`config.mk`:
```
export PLATFORM = sky130hd
export DESIGN_NAME = avcbb_core
export DESIGN_NICKNAME = d
export VERILOG_FILES = /design/src/rtl/avcbb_pkg.sv /design/src/rtl/avcbb_core.sv
export SDC_FILE = /design/constraint.sdc
export NUM_CORES = 2
export LEC_CHECK = 0
export BUFFER_PORTS_ARGS = -buffer_cell sky130_fd_sc_hd__buf_2
export CAP_MARGIN = 0
export CORE_ASPECT_RATIO = 1.2
export CORE_MARGIN = 2
export CORE_UTILIZATION = 30
export CTS_CLUSTER_DIAMETER = 30
export DETAILED_ROUTE_END_ITERATION = 10
export PLACE_DENSITY_LB_ADDON = 0.12
export REMOVE_ABC_BUFFERS = 1
export SLEW_MARGIN = 20
export SYNTH_ARGS = -nofsm -noshare
export SYNTH_HDL_FRONTEND = slang
export SYNTH_SLANG_ARGS = --single-unit
```
`constraint.sdc`:
```
create_clock -name i_ref_clk -period 191.2 [get_ports i_ref_clk]
set_clock_uncertainty 0.15 [all_clocks]
set_input_delay 19.12 -clock i_ref_clk [delete_from_list [all_inputs] [get_ports i_ref_clk]]
set_output_delay 19.12 -clock i_ref_clk [all_outputs]
set_load 0.01 [all_outputs]
```
`src/rtl/avcbb_pkg.sv`:
```
// package for the decode buffer base state block
package avcbb_pkg;
   localparam int          AVCBB_DW_W          = 32;
   localparam int          AVCBB_CL_LSB        = 6;
   localparam int          AVCBB_PAGE_LSB      = 12;
   localparam int          AVCBB_NUM_RD        = 32;
   localparam int          AVCBB_NUM_POC       = 34;
   localparam int          AVCBB_ROW_MBS       = 128;
   localparam int          AVCBB_IDX_W         = 7;
   localparam int          AVCBB_MB_W          = 14;
   localparam int          AVCBB_FSI_W         = 5;
   localparam int          AVCBB_FSID_W        = 6;
   // header fields
   localparam logic [2:0]  AVCBB_CMD_TYPE      = 3'h3;
   localparam logic [1:0]  AVCBB_PIPE_CODE     = 2'h2;
   localparam logic [2:0]  AVCBB_OPCODE        = 3'h4;
   localparam logic [7:0]  AVCBB_SUB_OPCODE    = 8'h03;
   localparam logic [15:0] AVCBB_DW_LEN        = 16'h0048;
   // dword positions within the command, and the selector threshold 16
   localparam logic [6:0]  AVCBB_DW_HDR        = 7'h00;
   localparam logic [6:0]  AVCBB_DW_MVP        = 7'h02;
   localparam logic [6:0]  AVCBB_DW_MBINFO     = 7'h03;
   localparam logic [6:0]  AVCBB_DW_ITDATA     = 7'h04;
   localparam logic [6:0]  AVCBB_DW_DEBLK      = 7'h05;
   localparam logic [6:0]  AVCBB_DW_RD0        = 7'h06;
   localparam logic [6:0]  AVCBB_DW_WR_UP      = 7'h26;
   localparam logic [6:0]  AVCBB_DW_WR_LO      = 7'h27;
   localparam logic [6:0]  AVCBB_DW_POC0       = 7'h28;
   localparam logic [6:0]  AVCBB_DW_LAST       = 7'h49;
   localparam logic [4:0]  AVCBB_FSI_OWN       = 5'h10;

   typedef logic [25:0] avcbb_cl_type;

   typedef struct packed {
      logic        valid;
      logic [31:0] data;
   } avcbb_dw_type;

   typedef struct packed {
      logic [6:0]              mb_x;
      logic [AVCBB_MB_W-1:0]   mb_num;
      logic                    pair_mode;
      logic                    bottom;
      logic [4:0]              fs_sel;
      logic [4:0]              rd_ref;
      logic [AVCBB_FSID_W-1:0] fs_id;
      logic                    fs_bot;
      logic [5:0]              it_cl;
   } avcbb_req_type;

   typedef struct packed {
      logic [31:0] mvp_addr;
      logic [31:0] mbinfo_addr;
      logic [31:0] it_addr;
      logic [31:0] it_start;
      logic [31:0] deblk_addr;
      logic [31:0] col_rd_addr;
      logic [31:0] col_wr_addr;
      logic [31:0] poc;
   } avcbb_addr_type;
endpackage : avcbb_pkg

```
`src/rtl/avcbb_core.sv`:
```
// decode buffer base state: command capture and address derivation
// Notes on behaviour
// RL1: row store base in bits 31:6
// RL2: row store indexed by macroblock column
// RL3: one line per pair mode, half otherwise
// RL4: info output one line per macroblock
// RL5: transform address is page base plus offset
// RL6: page base kept out of start address
// RL7: line offset gives emitted start address
// RL8: fixed slot per macroblock, tail undefined
// RL9: software matches base to indirect base
// RL10: deblock base aligned, two lines per macroblock
// RL11: 32 read bases, fixed 128-macroblock width
// RL12: selector 0..15 writes via read base 0
// RL13: selector 16, frame/top uses upper base
// RL14: selector 16, bottom uses lower base
// RL15: 34 signed order count entries
// RL16: entry 0 current, entry 1 bottom
// RL17: index is identifier 5:1 plus field bit
// RL18: state held until reset or rewrite
// RL19: header type, pipe, opcodes, length checked
module avcbb_core
   import avcbb_pkg::*;
#(
   parameter int SLOT_LINES = 32
) (
   // clock and reset
   input  wire logic           i_ref_clk,
   input  wire logic           i_rst,
   // command dword stream
   input  wire avcbb_dw_type   i_cmd,
   output logic                o_cmd_ready,
   output logic                o_hdr_error,
   output logic                o_state_valid,
   // address requests
   input  wire avcbb_req_type  i_req,
   output avcbb_addr_type      o_addr
);
   initial begin
      if (SLOT_LINES < 1 || SLOT_LINES > 64) $error("slot size out of range");
   end

   typedef enum logic [1:0] {ST_HDR, ST_BODY, ST_SKIP} avcbb_st_type;

   typedef struct packed {
      avcbb_st_type               st;
      logic [6:0]                 dw;
      logic                       hdr_err;
      logic                       valid;
      avcbb_cl_type               mvp;
      avcbb_cl_type               mbinfo;
      logic [19:0]                it_page;
      logic [5:0]                 it_off;
      avcbb_cl_type               deblk;
      avcbb_cl_type [AVCBB_NUM_RD-1:0] rd;
      avcbb_cl_type               wr_up;
      avcbb_cl_type               wr_lo;
      logic [AVCBB_NUM_POC-1:0][31:0] poc;
      avcbb_addr_type             addr;
   } avcbb_state_type;

   avcbb_state_type s_q;
   avcbb_state_type s_d;

   logic [31:0] hdr_want;
   assign hdr_want = {AVCBB_CMD_TYPE, AVCBB_PIPE_CODE, AVCBB_OPCODE, AVCBB_SUB_OPCODE, AVCBB_DW_LEN};
   assign o_cmd_ready = 1'b1;

   always_comb begin
      logic [6:0]  ridx;
      logic [5:0]  pidx;
      logic [31:0] line;
      logic [31:0] slot;
      ridx = 7'h00;
      pidx = 6'h00;
      line = 32'h0000_0000;
      slot = 32'h0000_0000;
      s_d = s_q;
      // command capture
      if (i_cmd.valid) begin
         case (s_q.st)
            ST_HDR: begin
               s_d.dw = 7'h01;
               if (i_cmd.data == hdr_want) begin // RL19
                  s_d.st = ST_BODY;
                  s_d.hdr_err = 1'b0;
               end else begin
                  s_d.hdr_err = 1'b1;
               end
            end
            ST_BODY: begin
               s_d.dw = s_q.dw + 7'h01;
               // low six bits of address dwords are reserved, dropped on capture; order counts keep all 32 bits
               if (s_q.dw == AVCBB_DW_MVP) s_d.mvp = i_cmd.data[31:AVCBB_CL_LSB]; // RL1
               if (s_q.dw == AVCBB_DW_MBINFO) s_d.mbinfo = i_cmd.data[31:AVCBB_CL_LSB];
               if (s_q.dw == AVCBB_DW_ITDATA) begin
                  s_d.it_page = i_cmd.data[31:AVCBB_PAGE_LSB]; // RL5
                  s_d.it_off = i_cmd.data[AVCBB_PAGE_LSB-1:AVCBB_CL_LSB];
               end
               if (s_q.dw == AVCBB_DW_DEBLK) s_d.deblk = i_cmd.data[31:AVCBB_CL_LSB]; // RL10
               if (s_q.dw >= AVCBB_DW_RD0 && s_q.dw < AVCBB_DW_WR_UP) begin
                  ridx = s_q.dw - AVCBB_DW_RD0;
                  s_d.rd[ridx[4:0]] = i_cmd.data[31:AVCBB_CL_LSB]; // RL11
               end
               if (s_q.dw == AVCBB_DW_WR_UP) s_d.wr_up = i_cmd.data[31:AVCBB_CL_LSB];
               if (s_q.dw == AVCBB_DW_WR_LO) s_d.wr_lo = i_cmd.data[31:AVCBB_CL_LSB];
               if (s_q.dw >= AVCBB_DW_POC0) begin
                  ridx = s_q.dw - AVCBB_DW_POC0;
                  s_d.poc[ridx[5:0]] = i_cmd.data; // RL15
               end
               if (s_q.dw == AVCBB_DW_LAST) begin
                  s_d.st = ST_HDR;
                  s_d.valid = 1'b1;
               end
            end
            default: s_d.st = ST_HDR;
         endcase
      end
      // address derivation; state only changes on a new command
      if (i_req.pair_mode) begin // RL3
         line = 32'(i_req.mb_x);
      end else begin
         line = 32'(i_req.mb_x) >> 1;
      end
      // half-line granularity in non-pair mode: odd column uses upper half
      s_d.addr.mvp_addr = {s_q.mvp, 6'h00} + (line << AVCBB_CL_LSB)
                          + (i_req.pair_mode ? 32'h0 : 32'(i_req.mb_x[0]) << (AVCBB_CL_LSB - 1)); // RL2
      s_d.addr.mbinfo_addr = {s_q.mbinfo, 6'h00} + (32'(i_req.mb_num) << AVCBB_CL_LSB); // RL4
      slot = 32'(i_req.mb_num) * 32'(SLOT_LINES);
      s_d.addr.it_addr = {s_q.it_page, s_q.it_off, 6'h00} + ((slot + 32'(i_req.it_cl)) << AVCBB_CL_LSB); // RL8
      s_d.addr.it_start = {20'h0_0000, s_q.it_off, 6'h00} + (slot << AVCBB_CL_LSB); // RL6 RL7
      s_d.addr.deblk_addr = {s_q.deblk, 6'h00} + (32'(i_req.mb_num) << (AVCBB_CL_LSB + 1)); // RL10
      // row store of fixed width regardless of picture
      s_d.addr.col_rd_addr = {s_q.rd[i_req.rd_ref], 6'h00}
                             + (32'(i_req.mb_x) << AVCBB_CL_LSB); // RL11
      if (i_req.fs_sel < AVCBB_FSI_OWN) begin
         s_d.addr.col_wr_addr = {s_q.rd[0], 6'h00}; // RL12
      end else if (i_req.bottom) begin
         s_d.addr.col_wr_addr = {s_q.wr_lo, 6'h00}; // RL14
      end else begin
         s_d.addr.col_wr_addr = {s_q.wr_up, 6'h00}; // RL13
      end
      s_d.addr.col_wr_addr = s_d.addr.col_wr_addr + (32'(i_req.mb_x) << AVCBB_CL_LSB);
      // entry 0/1 are current top/bottom; frame mode leaves odd entries unused
      pidx = {i_req.fs_id[5:1], i_req.fs_bot}; // RL16 RL17
      if (pidx < 6'(AVCBB_NUM_POC)) begin
         s_d.addr.poc = s_q.poc[pidx];
      end else begin
         s_d.addr.poc = 32'h0000_0000;
      end
   end

   // state is held across slices until reset or a new command
   always_ff @(posedge i_ref_clk or posedge i_rst) begin
      if (i_rst) begin
         s_q <= '0; // RL18
      end else begin
         s_q <= s_d;
      end
   end

   assign o_hdr_error   = s_q.hdr_err;
   assign o_state_valid = s_q.valid;
   assign o_addr        = s_q.addr;
endmodule : avcbb_core

```
==> summary.md <==
| Metric | Value |
|---|---|
| Sequential share of the synthesized area | `53.5%` |
| Min Tclk post-route | `24.27 ns` |
| Reg clk slew, reported paths | `0.05 ns` |
| CP delay by family, top | `simple AND/OR/NAND/NOR gates` |
| Post-synth EDFFs | `0` |
| Routed Antenna Nets | `0` |
| Setup violators final | `0` |
| FF-to-FF Start | `s_q[2336]$_DFFE_PP0P_` |
| Syn Inst Count | `about 7,300` |
| Final instance area | `0.131 sq mm` |
| Clock Power Share | `64.0%` |
| Cts bufs inserted | `about 550` |
| Total of cells resized after clock tree synthesis | `0` |
| Logic pwr share | `3.3%` |
| Most frequent CP cell | `mux4_2` |
| Crit path cell chain | `buf_8 > buf_4 > mux4_2 > mux4_2 > mux2_2 > ha_1 > a21o_1 > a21oi_1 > o21ai_0 > or4_1 > nand4_1 > nor4_1 > nand3b_1 > xor2_1` |
| Synth cell types | `75` |
| Antenna violations before repair | `24` |
| Hold_ws | `0.246 ns` |
| CTS Hold Buffers Added | `0` |
| Yosys reg bits | `~2,300` |
| HPWL after detailed placement | `195 mm` |
| DP Area | `0.112 sq mm` |
| WP data required | `191.89 ns` |
| Port Buffers | `between 200 and 300` |
| Worst relative slew slack | `about a quarter` |
| Final wirelength | `~330 mm` |
| GRT overflow | `0` |
| Crit path capture type | `flip-flop` |
| Maximum buffer depth of the clock tree | `4` |
| Core area | `0.356 sq mm` |
| Clock sink total | `2,295` |
| TritonCTS clock tree | `built` |
| H-Tree Depth | `6` |
| Fin crit share | `12.7%` |
| Fmax | `0.0412 GHz` |
| Initial DRT Pass Iterations | `5` |
| Via-to-Cell Ratio | `between 4 and 5` |
| Pwr Density | `11.4 mW/mm^2` |
| Sw Ratio | `a little under a quarter` |
| Share of layout cells above drive strength 1 | `49.7%` |
| Initial DRC Count | `about 3,400` |
| Number of placement rows | `240` |
| Fillers | `33,832` |
| Worst-path fanout max | `38` |
| WHS Path Cells | `0` |
| HP Class | `reg -> reg` |
| Post-DR wirelength/cell | `26.1 um` |
| Worst vdd ir | `0.00000851 V` |
| Slew @ Worst Pin | `1.11 ns` |
| CTS root buffer | `clkbuf_16` |
| WP buf/inv | `2` |
| Die area | `roughly 0.36 sq mm` |
| Hold violation count in the final report | `0` |
| Post-Place Setup Slack | `165.91 ns` |
| Nets | `7,717` |
| DRC viols | `0` |
| First-pass GRT wire length | `488 mm` |
| Post-synth ARST share | `100%` |
| Synth Flop Type | `dfrtp_1` |
| GRT Overall Usage | `18.2%` |
| Final Power | `1.50 mW` |
| Int Power | `1.15 mW` |
| Area Growth Syn to Fin | `22.4%` |
| Worst setup margin | `~170 ns` |
| WP data arrival | `24.96 ns` |
| Vias in the first global route | `around 70,000` |
| Sw Pwr | `0.347 mW` |
| Cells after DPL | `11,701` |
| Largest net degree at the start of global routing | `166` |
| Synthesized area per cell | `between 10 and 15 sq um` |
| Die Ht | `approximately 660 um` |
| Slew Viols, Final | `0` |
| Status | `finished clean` |
| Via count of the routed design | `63,246` |
| CP Capture Point | `o_addr[95]$_DFF_PP0_` |
| Initial Utilization | `30.1%` |
| R2r setup slk | `185.85 ns` |
| Crit path max-delay cell type | `nor4_1` |
| Cell Count, Final, Fillers Out | `12,722` |
| Worst setup SP type | `primary input` |
| Reg2Reg Depth | `11` |
| WP depth | `14` |
| LEAKAGE | `63.7 nW` |
| Io pins | `340` |
| Total negative slack | `0 ns` |
| Syn Std Cell Area | `0.107 sq mm` |
| Ys Warns | `0` |
| RSZ-0062 raised after global routing | `no` |
| GPL Wtd Cong | `0.760` |
| Setup bufs post-CTS | `0` |
| Reg2reg end | `s_q[342]$_DFFE_PP0P_` |
| Critical Path Source | `i_req[13]` |
| Slowest Stage Delay on Critical Path | `0.93 ns` |
| Sequential share of power | `32.7%` |
| Clk_lat worst skew | `around 0.98 ns` |
| Crit path kind | `in -> reg` |
| Fin util | `between 30% and 40%` |
| Horiz. Die Dim | `550 um` |
| Maxcap violations | `0` |
==> state kept, by name (all words and copies together), names as in the netlist <==
name and flops:
o_hdr_error 1, o_state_valid 1, s_q 2084, o_addr 209
==> synth_stat cells, types with 86 or more instances <==
cell	instances	area, sq um
ha_1	88	1100
mux4_2	456	10300
buf_4	310	2330
xnor2_1	90	788
nand2_1	157	589
clkbuf_1	390	1460
o21ai_0	97	485
dfrtp_1	2295	57400
buf_1	98	368
mux2i_1	251	2510
mux2_2	2001	22500
nand3_1	86	430
a21oi_1	95	475
nor2_1	187	702
==> routing by layer <==
layer / vias up / global-route usage [%] / share of wire, %
li1: 27045 / - / -
met1: 34253 / 24.4 / 45
met2: 1408 / 30.4 / 49
met3: 540 / 2.75 / 4.3
met4: 0 / 4.92 / 2.4
met5: - / 0 / 0
==> layout make-up <==
| class | instances | area (sq um) | share of cell area, % |
|---|---|---|---|
| multi-input combinational | 4159 | 45400 | 34.5 |
| timing repair buffer | 466 | 3050 | 2.32 |
| clock inverter | 274 | 3810 | 2.90 |
| inverter | 66 | 263 | 0.200 |
| antenna | 9 | 22.5 | 0.0171 |
| clock buffer | 734 | 15500 | 11.8 |
| sequential | 2295 | 57400 | 43.7 |
| tap | 4719 | 5900 | 4.49 |
==> power by group through the flow <==
stage	Combinational [mW]	Clock, mW	Sequential, mW
global route	0.0542	1.01	0.489
floorplan	0.0187	0	0.499
global placement	0.0498	0	0.497
detailed placement	0.0506	0	0.497
CTS	0.0507	0.978	0.489
finish	0.0490	0.958	0.490
==> logic make-up after synthesis <==
family,share of synthesized area [%]
compound gates,2.31
mux,34.0
buf+inv,4.61
flops,53.5
other cells,0.00699
xor+xnor,1.23
simple gates,3.27
fa+ha+maj,1.14
==> cells in the final DEF, fill, tap and decap left out, types with 46 or more instances in the layout <==
cell / synthesis / routed
dfrtp_1: 2295 / 2295
mux2_2: 2001 / 2001
clkbuf_16: 0 / 554
mux4_2: 456 / 456
buf_2: 41 / 262
mux2i_1: 251 / 251
buf_4: 310 / 185
nor2_1: 187 / 180
nand2_1: 157 / 145
clkinv_2: 4 / 106
clkbuf_8: 0 / 98
o21ai_0: 97 / 97
a21oi_1: 95 / 95
xnor2_1: 90 / 90
ha_1: 88 / 88
clkbuf_1: 390 / 82
nand3_1: 86 / 74
mux2_1: 69 / 69
xor2_1: 61 / 61
inv_1: 61 / 60
bufinv_16: 0 / 56
nor3_1: 48 / 48
conb_1: 2 / 48
a22oi_1: 46 / 46
==> worst min path at each step <==
| stage | start | to | slack [ns] |
|---|---|---|---|
| 6_report | s_q[2228]$_DFFE_PP0P_ | o_addr[102]$_DFF_PP0_ | 0.25 |
| 5_1_grt | s_q[2228]$_DFFE_PP0P_ | o_addr[102]$_DFF_PP0_ | 0.25 |
| 4_1_cts | s_q[2228]$_DFFE_PP0P_ | o_addr[102]$_DFF_PP0_ | 0.24 |
| 3_5_place_dp | s_q[2228]$_DFFE_PP0P_ | o_addr[102]$_DFF_PP0_ | 0.23 |
| 3_3_place_gp | s_q[2228]$_DFFE_PP0P_ | o_addr[102]$_DFF_PP0_ | 0.21 |
| 2_1_floorplan | s_q[2228]$_DFFE_PP0P_ | o_addr[102]$_DFF_PP0_ | 0.20 |
==> worst reg2reg max path: stages, from the launching register on <==
cell      delay (ns)
dfrtp_1         0.47
inv_1           0.22
ha_1            0.42
nor2b_1         0.41
nand2_1         0.11
nand2_1         0.08
a21oi_1         0.06
nor2_1          0.30
nand4b_1        0.84
nor2b_4         1.12
buf_4           0.58
mux2_2          0.48
Note: power is estimated with default switching activity, not from simulation.
